## config.mk

```make
export PLATFORM = sky130hd
export DESIGN_NAME = irq_mask_ack_regs
export DESIGN_NICKNAME = d
export VERILOG_FILES = /design/src/irq_pkg.sv /design/src/sync2.sv /design/src/flag_cell.sv /design/src/irq_mask_ack_regs.sv
export SDC_FILE = /design/constraint.sdc
export NUM_CORES = 1
export LEC_CHECK = 0
export BUFFER_PORTS_ARGS = -buffer_cell sky130_fd_sc_hd__buf_2
export CORE_AREA = 2 2 93 95
export CTS_CLUSTER_DIAMETER = 30
export DETAILED_ROUTE_END_ITERATION = 7
export DIE_AREA = 0 0 95 97
export PLACE_DENSITY = 0.75
export REMOVE_ABC_BUFFERS = 1
export SLEW_MARGIN = 20
export SYNTH_ARGS = -nofsm -noshare
export SYNTH_HDL_FRONTEND = slang
export SYNTH_SLANG_ARGS = --single-unit
```

## constraint.sdc

```tcl
create_clock -name clk -period 2.35 [get_ports clk]
set_input_delay 0.47 -clock clk [delete_from_list [all_inputs] [get_ports clk]]
set_output_delay 0.47 -clock clk [all_outputs]
set_load 0.01 [all_outputs]
```

## src/irq_pkg.sv

```systemverilog
// constants and types of the interrupt mask and flag block
package irq_pkg;
    // register offsets
    localparam logic [7:0] OFS_MISC_IRQ_MASK     = 8'h04;
    localparam logic [7:0] OFS_SUPPLY_IRQ_FLAGS  = 8'h05;
    localparam logic [7:0] OFS_MISC_IRQ_FLAGS    = 8'h06;
    localparam logic [7:0] OFS_SUPPLY_FAULT_MASK = 8'h07;
    // values after reset, and the value read at unmapped offsets
    localparam logic [7:0] RST_MISC_IRQ_MASK     = 8'h00;
    localparam logic [7:0] RST_SUPPLY_FAULT_MASK = 8'h00;
    localparam logic [7:0] RST_FLAGS             = 8'h00;
    localparam logic [7:0] RD_UNMAPPED           = 8'h00;
    // device bus address, value arbitrary
    localparam logic [6:0] DEV_ADDR              = 7'h48;
    // bits in one serial byte
    localparam logic [3:0] BYTE_BITS             = 4'h8;
    // bit positions in the misc mask and flags
    localparam int BIT_CONV_DONE  = 7;
    localparam int BIT_AIN_HIZ    = 6;
    localparam int BIT_PIN2_EDGE  = 5;
    localparam int BIT_PIN1_EDGE  = 4;
    localparam int BIT_THERMAL    = 3;
    localparam int BIT_CHARGER    = 2;
    localparam int BIT_CONV_ABOVE = 1;
    localparam int BIT_CONV_BELOW = 0;
    // serial port states, nine of them need four bits
    typedef enum logic [3:0] {
        ST_IDLE, ST_ADDR, ST_ADDR_ACK, ST_PTR, ST_PTR_ACK, ST_WR, ST_WR_ACK, ST_RD,
        ST_MST_ACK
    } port_state_t;
endpackage

```

## src/sync2.sv

```systemverilog
// two-flop synchroniser for asynchronous levels
`timescale 1ns/1ps
module sync2 #(
    parameter int W = 1
) (
    input  wire logic         clk,   // register clock
    input  wire logic         rstn,  // asynchronous reset, active low
    input  wire logic [W-1:0] d,     // asynchronous levels
    output logic      [W-1:0] q      // synchronised levels
);
    logic [W-1:0] meta_r;  // first stage, read only by the second

    // first stage feeds only the second
    always_ff @(posedge clk or negedge rstn) begin
        if (!rstn) begin
            meta_r <= '0;
            q      <= '0;
        end else begin
            meta_r <= d;
            q      <= meta_r;
        end
    end
endmodule

```

## src/flag_cell.sv

```systemverilog
// one flag: set by unmasked event, cleared by host write of 0
`timescale 1ns/1ps
module flag_cell (
    input  wire logic clk,      // register clock
    input  wire logic rstn,     // asynchronous reset, active low
    input  wire logic evt,      // source event in this cycle
    input  wire logic mask,     // 1 blocks the source
    input  wire logic cap_en,   // flags may be set
    input  wire logic wr,       // host write to this flag's register
    input  wire logic wbit,     // written bit value
    output logic      flag_r    // flag state
);
    logic flag_nxt;  // next flag value

    // set has priority over the host clear
    always_comb begin
        flag_nxt = flag_r;
        if (wr && !wbit) begin
            flag_nxt = 1'b0;
        end
        // mask gates source
        if (cap_en && evt && !mask) begin
            flag_nxt = 1'b1;
        end
    end

    // flag storage
    always_ff @(posedge clk or negedge rstn) begin
        if (!rstn) begin
            flag_r <= 1'b0;
        end else begin
            flag_r <= flag_nxt;
        end
    end
endmodule

```

## src/irq_mask_ack_regs.sv

```systemverilog
// interrupt mask and acknowledge registers with their two-wire register port
//
// Notes on behaviour
// misc mask holds eight event source masks
// mask 0 passes source, 1 blocks it
// supply flag register shows faulting supply
// flag 1 means cause; host writes 0
// misc flag register is read-only status; here a host write of 0 clears its bits
// unmasked pin edges set flag, raise request
// unmasked conversion done sets flag, raises request
// unmasked input high impedance sets flag
// above and below limits set own flags
// fault mask excludes supplies from fault
// flags set first, then line goes low
// flags frozen while request line low
// host clears cause, line returns high
// unmasked supply fault regardless of line
`timescale 1ns/1ps
module irq_mask_ack_regs (
    input  wire logic       clk,                  // register clock
    input  wire logic       rstn,                 // asynchronous reset, active low
    input  wire logic       scl,                  // serial clock pin
    input  wire logic       sda_in,               // serial data pin level
    output logic            sda_out,              // serial data drive value
    output logic            sda_oe_n,             // data enable, low drives
    output logic            int_n,                // request to host, active low
    output logic            supply_fault,         // power-good fault, active high
    input  wire logic [7:0] supply_in_regulation, // per supply, 1 = output good
    input  wire logic [7:0] supply_irq_mask,      // first source mask, 1 blocks
    input  wire logic       conv_done,            // conversion complete pulse
    input  wire logic       conv_above,           // sample above high limit pulse
    input  wire logic       conv_below,           // sample below low limit pulse
    input  wire logic [1:0] charger_state_bits,   // charger status bits
    input  wire logic       analog_in_hiz,        // input high impedance level
    input  wire logic       thermal_fault,        // thermal fault level
    input  wire logic       gp_pin_one,           // general-purpose pin 1
    input  wire logic       gp_pin_two            // general-purpose pin 2
);
    // synchronised pin and comparator levels
    logic [7:0]  supply_ok_s;      // supplies in regulation
    logic        scl_s;            // serial clock
    logic        sda_s;            // serial data
    logic        pin1_s;           // pin 1
    logic        pin2_s;           // pin 2
    logic        hiz_s;            // analog input high impedance
    logic        therm_s;          // thermal fault
    // previous levels for edge detection
    logic        scl_d_r;          // serial clock last cycle
    logic        sda_d_r;          // serial data last cycle
    logic        pin1_d_r;         // pin 1 last cycle
    logic        pin2_d_r;         // pin 2 last cycle
    logic        hiz_d_r;          // high impedance last cycle
    logic        therm_d_r;        // thermal last cycle
    logic [1:0]  chg_d_r;          // charger bits last cycle
    // register state
    logic [7:0]  misc_mask_r;      // misc source masks
    logic [7:0]  misc_mask_nxt;
    logic [7:0]  fault_mask_r;     // supply fault masks
    logic [7:0]  fault_mask_nxt;
    logic        int_n_r;          // request line
    logic        int_n_nxt;
    logic        fault_r;          // supply fault output
    logic        fault_nxt;
    logic [15:0] flags;            // supply flags high, misc flags low
    logic [15:0] evt;              // event per flag
    logic [15:0] msk;              // mask per flag
    logic        cap_en;           // flags may take new events
    // serial port state
    irq_pkg::port_state_t st_r;    // protocol state
    irq_pkg::port_state_t st_nxt;
    logic [3:0]  cnt_r;            // bits received in this byte
    logic [3:0]  cnt_nxt;
    logic [7:0]  sh_r;             // shift register
    logic [7:0]  sh_nxt;
    logic [7:0]  ptr_r;            // register pointer
    logic [7:0]  ptr_nxt;
    logic        drv_r;            // 1 pulls the data line low
    logic        drv_nxt;
    logic        rw_r;             // transfer is a read
    logic        rw_nxt;
    logic        wr_stb;           // register write strobe
    logic [7:0]  rd_byte;          // addressed register
    logic        scl_rise;
    logic        scl_fall;
    logic        start_c;
    logic        stop_c;

    // pins and comparators pass two flops
    sync2 #(.W(14)) u_sync (
        .clk  (clk),
        .rstn (rstn),
        .d    ({supply_in_regulation, scl, sda_in, gp_pin_one, gp_pin_two,
                analog_in_hiz, thermal_fault}),
        .q    ({supply_ok_s, scl_s, sda_s, pin1_s, pin2_s, hiz_s, therm_s})
    );

    // delayed copies of the synchronised levels except the supplies, and of the raw charger bits
    always_ff @(posedge clk or negedge rstn) begin
        if (!rstn) begin
            scl_d_r   <= 1'b1;
            sda_d_r   <= 1'b1;
            pin1_d_r  <= 1'b0;
            pin2_d_r  <= 1'b0;
            hiz_d_r   <= 1'b0;
            therm_d_r <= 1'b0;
            chg_d_r   <= 2'h0;
        end else begin
            scl_d_r   <= scl_s;
            sda_d_r   <= sda_s;
            pin1_d_r  <= pin1_s;
            pin2_d_r  <= pin2_s;
            hiz_d_r   <= hiz_s;
            therm_d_r <= therm_s;
            chg_d_r   <= charger_state_bits;
        end
    end

    // bus conditions seen on the synchronised lines
    assign scl_rise = scl_s && !scl_d_r;
    assign scl_fall = !scl_s && scl_d_r;
    assign start_c  = scl_s && scl_d_r && sda_d_r && !sda_s;
    assign stop_c   = scl_s && scl_d_r && !sda_d_r && sda_s;

    // event sources, misc byte in mask bit order
    always_comb begin
        evt = 16'h0000;
        // supply out of regulation
        evt[15:8] = ~supply_ok_s;
        // conversion done
        evt[irq_pkg::BIT_CONV_DONE]  = conv_done;
        // high impedance detected
        evt[irq_pkg::BIT_AIN_HIZ]    = hiz_s && !hiz_d_r;
        // either edge on pins
        evt[irq_pkg::BIT_PIN2_EDGE]  = pin2_s ^ pin2_d_r;
        evt[irq_pkg::BIT_PIN1_EDGE]  = pin1_s ^ pin1_d_r;
        evt[irq_pkg::BIT_THERMAL]    = therm_s && !therm_d_r;
        evt[irq_pkg::BIT_CHARGER]    = charger_state_bits != chg_d_r;
        // limit crossings
        evt[irq_pkg::BIT_CONV_ABOVE] = conv_above;
        evt[irq_pkg::BIT_CONV_BELOW] = conv_below;
    end

    // misc mask bit order
    assign msk    = {supply_irq_mask, misc_mask_r};
    // latch while request pending
    assign cap_en = flags == 16'h0000;

    // one flag cell per acknowledge bit
    genvar gi;
    generate
        for (gi = 0; gi < 16; gi++) begin : g_flag
            // write 0 clears flag
            flag_cell u_flag (
                .clk    (clk),
                .rstn   (rstn),
                .evt    (evt[gi]),
                .mask   (msk[gi]),
                .cap_en (cap_en),
                .wr     (wr_stb && (ptr_r == ((gi >= 8) ? irq_pkg::OFS_SUPPLY_IRQ_FLAGS
                                                         : irq_pkg::OFS_MISC_IRQ_FLAGS))),
                .wbit   (sh_r[gi % 8]),
                .flag_r (flags[gi])
            );
        end
    endgenerate

    // mask registers, request line and fault output
    always_comb begin
        misc_mask_nxt  = misc_mask_r;
        fault_mask_nxt = fault_mask_r;
        if (wr_stb && ptr_r == irq_pkg::OFS_MISC_IRQ_MASK) begin
            misc_mask_nxt = sh_r;
        end
        // fault mask write
        if (wr_stb && ptr_r == irq_pkg::OFS_SUPPLY_FAULT_MASK) begin
            fault_mask_nxt = sh_r;
        end
        // line follows flags
        // all flags clear releases
        int_n_nxt = cap_en;
        // independent of request line
        fault_nxt = |(~supply_ok_s & ~fault_mask_r);
    end

    // register state
    always_ff @(posedge clk or negedge rstn) begin
        if (!rstn) begin
            misc_mask_r  <= irq_pkg::RST_MISC_IRQ_MASK;
            fault_mask_r <= irq_pkg::RST_SUPPLY_FAULT_MASK;
            int_n_r      <= 1'b1;
            fault_r      <= 1'b0;
        end else begin
            misc_mask_r  <= misc_mask_nxt;
            fault_mask_r <= fault_mask_nxt;
            int_n_r      <= int_n_nxt;
            fault_r      <= fault_nxt;
        end
    end

    assign int_n        = int_n_r;
    assign supply_fault = fault_r;

    // read mux; unmapped offsets read as zero
    always_comb begin
        unique case (ptr_r)
            irq_pkg::OFS_MISC_IRQ_MASK:     rd_byte = misc_mask_r;
            irq_pkg::OFS_SUPPLY_IRQ_FLAGS:  rd_byte = flags[15:8];
            // misc flags as status
            irq_pkg::OFS_MISC_IRQ_FLAGS:    rd_byte = flags[7:0];
            irq_pkg::OFS_SUPPLY_FAULT_MASK: rd_byte = fault_mask_r;
            default:                        rd_byte = irq_pkg::RD_UNMAPPED;
        endcase
    end

    // serial port: address, pointer, data bytes with auto-increment
    always_comb begin
        st_nxt  = st_r;
        cnt_nxt = cnt_r;
        sh_nxt  = sh_r;
        ptr_nxt = ptr_r;
        drv_nxt = drv_r;
        rw_nxt  = rw_r;
        wr_stb  = 1'b0;
        if (start_c) begin
            // start or repeated start, pointer kept for reads
            st_nxt  = irq_pkg::ST_ADDR;
            cnt_nxt = 4'h0;
            drv_nxt = 1'b0;
        end else if (stop_c) begin
            st_nxt  = irq_pkg::ST_IDLE;
            drv_nxt = 1'b0;
        end else begin
            unique case (st_r)
                irq_pkg::ST_IDLE: begin
                    drv_nxt = 1'b0;
                end
                irq_pkg::ST_ADDR, irq_pkg::ST_PTR, irq_pkg::ST_WR: begin
                    if (scl_rise && cnt_r != irq_pkg::BYTE_BITS) begin
                        sh_nxt  = {sh_r[6:0], sda_s};
                        cnt_nxt = cnt_r + 4'h1;
                    end else if (scl_fall && cnt_r == irq_pkg::BYTE_BITS) begin
                        drv_nxt = 1'b1;
                        if (st_r == irq_pkg::ST_ADDR) begin
                            // foreign address: off the bus until start
                            if (sh_r[7:1] == irq_pkg::DEV_ADDR) begin
                                rw_nxt = sh_r[0];
                                st_nxt = irq_pkg::ST_ADDR_ACK;
                            end else begin
                                drv_nxt = 1'b0;
                                st_nxt  = irq_pkg::ST_IDLE;
                            end
                        end else if (st_r == irq_pkg::ST_PTR) begin
                            ptr_nxt = sh_r;
                            st_nxt  = irq_pkg::ST_PTR_ACK;
                        end else begin
                            // only a complete byte is written
                            wr_stb  = 1'b1;
                            ptr_nxt = ptr_r + 8'h01;
                            st_nxt  = irq_pkg::ST_WR_ACK;
                        end
                    end
                end
                irq_pkg::ST_ADDR_ACK: begin
                    if (scl_fall) begin
                        cnt_nxt = 4'h0;
                        if (rw_r) begin
                            sh_nxt  = rd_byte;
                            drv_nxt = !rd_byte[7];
                            st_nxt  = irq_pkg::ST_RD;
                        end else begin
                            drv_nxt = 1'b0;
                            st_nxt  = irq_pkg::ST_PTR;
                        end
                    end
                end
                irq_pkg::ST_PTR_ACK, irq_pkg::ST_WR_ACK: begin
                    if (scl_fall) begin
                        cnt_nxt = 4'h0;
                        drv_nxt = 1'b0;
                        st_nxt  = irq_pkg::ST_WR;
                    end
                end
                irq_pkg::ST_RD: begin
                    if (scl_rise) begin
                        cnt_nxt = cnt_r + 4'h1;
                    end else if (scl_fall && cnt_r == irq_pkg::BYTE_BITS) begin
                        // release for host acknowledge
                        drv_nxt = 1'b0;
                        ptr_nxt = ptr_r + 8'h01;
                        st_nxt  = irq_pkg::ST_MST_ACK;
                    end else if (scl_fall) begin
                        sh_nxt  = {sh_r[6:0], 1'b0};
                        drv_nxt = !sh_r[6];
                    end
                end
                irq_pkg::ST_MST_ACK: begin
                    if (scl_rise && sda_s) begin
                        // host nack ends the read
                        st_nxt = irq_pkg::ST_IDLE;
                    end else if (scl_fall) begin
                        cnt_nxt = 4'h0;
                        sh_nxt  = rd_byte;
                        drv_nxt = !rd_byte[7];
                        st_nxt  = irq_pkg::ST_RD;
                    end
                end
            endcase
        end
    end

    // serial port state
    always_ff @(posedge clk or negedge rstn) begin
        if (!rstn) begin
            st_r  <= irq_pkg::ST_IDLE;
            cnt_r <= 4'h0;
            sh_r  <= 8'h00;
            ptr_r <= 8'h00;
            drv_r <= 1'b0;
            rw_r  <= 1'b0;
        end else begin
            st_r  <= st_nxt;
            cnt_r <= cnt_nxt;
            sh_r  <= sh_nxt;
            ptr_r <= ptr_nxt;
            drv_r <= drv_nxt;
            rw_r  <= rw_nxt;
        end
    end

    // open drain, pulls low only
    assign sda_out  = 1'b0;
    assign sda_oe_n = !drv_r;
endmodule

```

-- Word level (Yosys, flattened, before mapping)
Cells that the tools add are included.
- flip-flop bits (word level): 96
- bits in latches: 0
- RAM bits: 0
- memory bits (read-only): 0
- bits of input ports: 29
- output and inout bits: 4
- memories kept: 0
- add/sub/neg operators: 2
- $mul: 0
- div/mod/pow operators: 0
- magnitude comparators: 0
- eq/ne operators: 42
- shifts and indexed selects: 0
- muxes and demuxes: 93
- bitwise gates (word level): 8
- reduce and logical (&&, ||, !) cells: 128
- operators with widths (operator ; number):
    8-bit 2-to-1 mux ; 14
    4-bit 2-to-1 mux ; 17
    1-bit logical AND ; 64
    8-bit case mux with 4 select lines ; 2
    1-bit 2-to-1 mux ; 53
    4-bit != test, second input constant ; 9
    2-bit nonzero test ; 17
    8-bit by 3-bit == test with 1-bit output, second input constant ; 4
    1-bit logical NOT ; 32
    2-bit != test, second input constant ; 13
    8-bit AND reduction ; 3
    4-bit case mux with 5 select lines ; 1
    4-bit by 3-bit == test with 1-bit output, second input constant ; 4
    16-bit logical NOT ; 1
    8-bit inverter ; 2
    4-bit case mux with 4 select lines ; 1
    8-bit case mux with 2 select lines ; 1
    11-bit AND reduction ; 1
    5-bit != test, second input constant ; 2
    3-bit != test, second input constant ; 3
    8-bit by 1-bit adder with 8-bit output, second input constant ; 1
    8-bit AND ; 1
    4-bit by 2-bit == test with 1-bit output, second input constant ; 2
    4-bit == test, second input constant ; 2
    18 further kinds ; 23

-- Longest topological paths before layout
Gate-level depths: netlist of the first run.
- depth in word-level cells: 12
- depth in mapped cells: 9
- gate-level depth less buffers: 7

-- By module
Synthesis of the first run repeated with hierarchy kept, for this count alone.
- cell total of the unflattened synthesis: 415
- area, all modules: 4525.6 sq um
- modules (own cells, without submodules) (module ; times used ; cells each ; area each (sq um)):
    irq_mask_ack_regs ; 1 ; 323 ; 3124.2
    flag_cell ; 16 ; 4 ; 43.8
    sync2 ; 1 ; 28 ; 700.7

-- Worst setup path before layout of the first run
OpenSTA, ideal clock, no wires.
- kind: reg-to-reg
- from: register ptr_r[3]
- to: register drv_r
- library setup time: 0.129 ns
- arrival time: 2.078 ns
- data required time: 2.221 ns
- path slack: 0.143 ns
- stages on the path, launching flop included: 7
- path buffers: 1
- clock period less this slack: 2.207 ns
- path through: dfrtp_1 > or4b_1 > or4_1 > buf_2 > a21o_1 > a222oi_1 > o41ai_1
- longest elaborated chain between the ends: 8
- elaborated cells on any way between the ends: 13
- classes of those cells: eq/ne (4); mux (8); reduce/logical (1)
- ends and longest elaborated chain (element ; line ; source):
    start, declared ; irq_mask_ack_regs.sv:75 ; logic [7:0] ptr_r;
    start signal, assigned ; irq_mask_ack_regs.sv:324 ; ptr_r <= ptr_nxt;
    8-bit by 3-bit == test with 1-bit output ; irq_mask_ack_regs.sv:205 ; unique case (ptr_r)
    8-bit case mux with 4 select lines * ; irq_mask_ack_regs.sv:205 ;
    1-bit logical NOT * ; irq_mask_ack_regs.sv:268, irq_mask_ack_regs.sv:303 ;
    1-bit 2-to-1 mux, on equally long branches ; irq_mask_ack_regs.sv:300, irq_mask_ack_regs.sv:266 ;
    1-bit 2-to-1 mux, on equally long branches ; irq_mask_ack_regs.sv:297, irq_mask_ack_regs.sv:264 ;
    1-bit case mux with 6 select lines * ; irq_mask_ack_regs.sv:233 ; unique case (st_r)
    1-bit 2-to-1 mux * ; irq_mask_ack_regs.sv:229 ; end else if (stop_c) begin
    1-bit 2-to-1 mux * ; irq_mask_ack_regs.sv:224 ; if (start_c) begin
    end signal, assigned ; irq_mask_ack_regs.sv:325 ; drv_r <= drv_nxt;
    end, declared ; irq_mask_ack_regs.sv:77 ; logic drv_r;
Every way passes the cells marked *; elsewhere a longest branch is shown, timed or not. The select of a mux whose other input is x is not followed.
A chain may end at the register's enable or synchronous reset.

-- Worst setup path after layout of the first run
Same ends and word-level chain as after synthesis.

==> results of run 1 <==
[cell usage after synthesis, types with 11 or more instances]
cell type  count  area (um2)
a21oi_1       18        90.1
clkbuf_1      14        52.6
dfrtp_1       93        2330
inv_1         12        45.0
mux2_2        25         282
nand2_1       32         120
nand2b_1      12        75.1
nand3_1       12        60.1
nor2_1        11        41.3
o21ai_0       36         180
o22ai_1       12        75.1
o31ai_1       22         165
[final timing paths]
check | slack [ns] | depth (start not counted) | to
min | 0.08 | 1 | st_r[2]
max reg2reg | 0.11 | 5 | drv_r
max | 0.11 | 5 | drv_r
min in group clk | 0.20 | 1 | u_sync.meta_r[2]
max in group asynchronous | 1.54 | 2 | int_n
min reg2reg | 0.36 | 0 | u_sync.q[2]
[logic make-up (layout without fill, tap and decap cells)]
group,count (synthesis),in the layout
flip-flops,96,96
AND/OR/NAND/NOR,107,107
other,1,1
multiplexers,27,27
AO/OA/AOI/OAI,128,128
adder cells (fa/ha/maj),6,6
buffers and inverters,29,79
XOR/XNOR,5,5
[cell type report]
type,count,share of cell area
timing repair buffer,51,0.0648
sequential,96,0.487
clock buffer,10,0.0258
tap,105,0.0266
multi-input combinational,274,0.375
clock inverter,6,0.0117
inverter,12,0.00912
[what timing repair did]
item / CTS / global route
endpoints found under the hold margin: 0 / 0
endpoints found under the setup margin: 0 / 9
gates resized for setup: 0 / 3
[metal layers]
| metal | vias up | wire length [um] | GRT usage |
|---|---|---|---|
| met5 | - | 0 | 0 |
| met4 | 0 | 192 | 0.0892 |
| met3 | 16 | 503 | 0.0335 |
| met2 | 142 | 4880 | 0.378 |
| met1 | 1715 | 4380 | 0.315 |
| li1 | 1584 | - | - |
[power breakdown]
part	switching, mW	internal [mW]	total (mW)
clock	0.623	0.412	1.03
combinational	0.108	0.0969	0.205
sequential	0.105	1.72	1.82
total	0.837	2.23	3.06
[flip-flops by register name (all words and copies together), names as in the netlist, 2 cells and up]
signal / count
u_sync.q: 14
misc_mask_r: 8
u_sync.meta_r: 14
fault_mask_r: 8
st_r: 4
cnt_r: 4
g_flag.u_flag.flag_r: 16
chg_d_r: 2
sh_r: 8
ptr_r: 8
[critical path, stage by stage (launching register included)]
cell      delay [ns]
dfrtp_1         0.40
or4b_1          0.54
or4_1           0.55
a21o_1          0.21
a222oi_1        0.31
o41ai_1         0.11
[through the flow]
stage,total power [mW],utilization,worst slack [ns],std cells,cell area [um2]
after global placement,2.05,0.583,0.108,538,4740
after global routing,3.20,0.607,0.0136,554,4940
after detailed placement,2.06,0.583,0.109,538,4740
after CTS,3.09,0.606,0.0979,554,4930
final,3.06,0.607,0.115,554,4940
after floorplan,1.93,-,-0.0943,382,4290
==> results.ini, run 1 <==
[logic_synthesis]
synth-main-ff-cell = dfrtp_1
yosysSeqAreaShare = 0.551
syn_inst = 399
ys_async_sr_fraction = 1.00
synth_edf_count = 0
synth_compound_area_frac = 0.193
syn-cell-area_um2 = 4360
synth_top_family_by_area = compound AO/OA/AOI/OAI gates
synthMuxAreaShare = 0.0691
avgSynthCellArea_um2 = 10.9
yosysUniqueCellTypes = 55
synth_fa_ha_area_frac = 0.0172
ys_seq_elements = 96
synth_xor_area_frac = 0.0100
synthSimpleGateAreaFrac = 0.132
ys_warn_count = 0

[global_routing]
grt.total_usage = 0.233
antenna_found_initial = 0
grt_first_pass_wirelength_um = 16700
grt_start_max_net_pins = 41
gr-total-overflow = 0
grt_pass1_vias = 3385

[floorplan]
fp-row-count = 33
io-pin-count = 33
start_util = 0.536
die_area_um2 = 9220
core_um2 = 8130
die_w_um = 95
die_h_um = 97

[sta]
rsz0062_at_grt = false
max-slew-margin-rel = 0.615
report.final.slew_viol_count = 0
final-setup-viol-count = 0
fin_setup_tns_ns = 0
final.min_clock_period_ns = 2.24
fmax_mhz = 447
hold_viol = 0
worst_hold_slack_ns = 0.0764
period_share = 0.951
skew_ns = 0.00818
tightest_slew_ns = 0.576

[route]
wire_per_inst_um = 18.0
drc = 0
drt_iter0_drc = 286
vias = 3457
postRouteAntennaNets = 0
routed_wl_um = 9950
via_per_inst = 6.24
drt_pass1_iterations = 4

[placement]
dpl.hpwl_um = 6890
numPortBuffers = 31
gp_congestion = 0.911

[min_path]
hold_class = in2async

[power_and_ir_drop]
p_per_area_nw_per_um2 = 620
ir_drop_v = 0.000413
leakage_nw = 2.16

[final_layout]
multiInputGateArea_um2 = 1850
final_common_cell = dfrtp_1
synthToLayoutAreaGrowth_pct = 13.2
antenna-diode-count = 0
regArea_um2 = 2410
drive_gt1_frac = 0.223
fillers = 644
finalNetCount = 479
final_cell_mix = dfrtp_1, o21ai_0, nand2_1, buf_2, mux2_2

[clocking]
h-tree-depth = 3
cts_tree = done
cts_made_buffers = 9
cts_hold_buf = 0
cts_sinks = 96
root_buffer = clkbuf_8
clk_latency_ns = 0.37
clock_path_buffers = 2
clkTransAtPathRegs_ns = 0.10
cts_setup_buffers = 0

[setup_path]
worstPathRequired_ns = 2.60
crit_type = reg2reg
crit_fanout = 2
crit_arrival_ns = 2.49
cp-start-kind = register
crit_start = ptr_r[3]
critPathCaptureType = register
r2r_start = ptr_r[3]

[job]
drv_cap = 0

[outcome]
outcome = finished clean

(Power assumes the default switching activity.)
==> run 2, diff against run 1 <==
Settings changed: CORE_AREA 2 2 93 95 to 2 2 89 91, DIE_AREA 0 0 95 97 to 0 0 91 93, PLACE_DENSITY 0.75 to 0.78.
Clock period 2.35 ns to 2.65 ns, I/O delays scaled along.
==> results.ini, run 2 (synthesis results as in run 1) <==
[clocking]
cts_hold_buf = 0  ; unchanged
cts_setup_buffers = 0  ; unchanged
root_buffer = clkbuf_8
cts_tree = done
clock_path_buffers = 2  ; unchanged
clk_latency_ns = 0.36  ; about the same
clkTransAtPathRegs_ns = 0.10  ; about the same
cts_resized = 0  ; unchanged
h-tree-depth = 3  ; unchanged
cts_made_buffers = 9  ; unchanged
cts_sinks = 96  ; unchanged

[route]
postRouteAntennaNets = 0  ; unchanged
highest_layer = met4
via_per_inst = 6.24  ; about the same
drt_iter0_drc = 278  ; -2.8%
vias = 3394  ; -1.8%
dr_wl_met3_um = 535  ; +6.4%
drc = 0  ; unchanged
wire_per_inst_um = 18.3  ; +2.1%
routed_wl_um = 9970  ; +0.24%
drt_pass1_iterations = 5  ; +1
wl_met2_um = 5030  ; +3.0%
drt-met1-wl_um = 4100  ; -6.3%

[setup_path]
endpoint = sh_r[1]
crit_type = reg2reg
r2r-end = sh_r[1]
max_stage_delay_ns = 0.76  ; +0.21 ns
cp-start-kind = register
reg2reg_slack_ns = 0.26  ; +0.14 ns
crit_path_frequent_cell = o21ai_0
r2r_start = st_r[1]
critPathCaptureType = register
crit_arrival_ns = 2.64  ; +0.15 ns
crit_start = st_r[1]
worstPathRequired_ns = 2.89  ; +0.29 ns
cp_slowest_cell = or4b_2
crit_fanout = 10  ; +8
worstRegToRegCells = 5  ; unchanged
crit_chain = or4b_2 -> o21ai_0 -> o21ai_0 -> nand4b_2 -> mux2_2

[floorplan]
fp-row-count = 32  ; -3.0%
die_h_um = 93  ; -4.1%
start_util = 0.580  ; +0.0432
die_area_um2 = 8460  ; -8.2%
core_um2 = 7530  ; -7.5%
io-pin-count = 33  ; unchanged
die_w_um = 91  ; -4.2%

[job]
drv_cap = 0  ; unchanged

[outcome]
outcome = finished clean

[placement]
place_inst = 528  ; -1.9%
place_ws_ns = 0.314  ; +0.205 ns
dpl.hpwl_um = 6860  ; -0.41%
numPortBuffers = 31  ; unchanged
gp_congestion = 0.963  ; +5.7%
placed_cell_area_um2 = 4690  ; -1.2%

[sta]
worst_hold_slack_ns = 0.119  ; +0.0427 ns
skew_ns = 0.0149  ; +0.00667 ns
report.final.slew_viol_count = 0  ; unchanged
final-setup-viol-count = 0  ; unchanged
setup_ws_ns = 0.255  ; +0.140 ns
period_share = 0.904  ; -0.0474
fmax_mhz = 418  ; -6.7%
max-slew-margin-rel = 0.648  ; +0.0328
final.min_clock_period_ns = 2.39  ; +0.160 ns
rsz0062_at_grt = false
fin_setup_tns_ns = 0  ; unchanged
hold_viol = 0  ; unchanged
tightest_slew_ns = 0.527  ; -0.0491 ns

[final_layout]
finalNetCount = 472  ; -1.5%
fin_util = 0.650  ; +0.0431
drive_gt1_frac = 0.208  ; -0.0146
largest_register = g_flag.u_flag.flag_r
antenna-diode-count = 0  ; unchanged
fillers = 597  ; -7.3%
fin_cells = 544  ; -1.8%
biggestRegsByFlops = g_flag.u_flag.flag_r: 16 flops, u_sync.meta_r: 14 flops, u_sync.q: 14 flops
final_common_cell = dfrtp_1
synthToLayoutAreaGrowth_pct = 12.2
stdcell_area_um2 = 4900  ; -0.89%
largest_reg_flops = 16  ; unchanged
final_cell_mix = dfrtp_1, o21ai_0, nand2_1, buf_2, mux2_2

[global_routing]
antenna_found_initial = 0  ; unchanged
grt_pass1_vias = 3431  ; +1.4%
gr-total-overflow = 0  ; unchanged
grt_start_max_net_pins = 60  ; +46%
grt_first_pass_wirelength_um = 16900  ; +1.6%
grt.total_usage = 0.255  ; +0.0225

[power_and_ir_drop]
p_seq_frac = 0.587  ; -0.008
p_per_area_nw_per_um2 = 563  ; -9.3%
clock_power_share = 0.347  ; +0.009
power_mw = 2.76  ; -10%
power.net_switching_uw = 770  ; -8.0%
ir_drop_v = 0.000392  ; -5.1%
leakage_nw = 2.13  ; -1.3%
combPwrFrac = 0.066  ; about the same
internal-power_mw = 1.99  ; -11%
p_sw_frac = 0.279  ; +0.00632

[min_path]
hold_class = in2async

run 2: cell count changes in the layout (fill, tap and decap cells not counted), moves of 2 or more:
cell,before,now
buf_4,20,13
clkinv_8,0,3
inv_8,2,0
nand3_1,10,12
nand3_2,2,0
run 2: critical path, delay by kind of cell, from the launching register on:
family,cells,cell delay [ns]
multiplexers,1,0.38
AO/OA/AOI/OAI,2,0.23
flip-flops,1,0.50
AND/OR/NAND/NOR,2,1.16
run 2: power by group through the flow:
stage	Sequential [mW]	Combinational [mW]	Clock, mW
CTS	1.61	0.185	0.969
finish	1.62	0.182	0.956
floorplan	1.61	0.103	0
global placement	1.64	0.176	0
detailed placement	1.64	0.182	0
global route	1.63	0.210	1.04
run 2: layout make-up:
cell class              instances  area [um2]  area share
clock inverters                 7        83.8      0.0171
inverters                      12        45.0     0.00920
multi-input cells             274        1840       0.376
flip-flops and latches         96        2410       0.491
clock buffers                   9         124      0.0253
repair buffers                 44         268      0.0547
well taps                     102         128      0.0261
run 2: per-layer routing:
layer | up-vias | track usage
met2 | 132 | 0.425
li1 | 1576 | -
met1 | 1656 | 0.332
met3 | 30 | 0.0435
met5 | - | 0
met4 | 0 | 0.111
run 2: how the worst min path moves through the flow:
stage / from / endpoint / slack, ns
final: rstn / cnt_r[2] / 0.12
after global routing: rstn / cnt_r[3] / 0.15
after CTS: rstn / cnt_r[2] / 0.14
after detailed placement: u_sync.meta_r[2] / u_sync.q[2] / 0.34
after global placement: u_sync.meta_r[1] / u_sync.q[1] / 0.33
after floorplan: rstn / chg_d_r[0] / 0.23
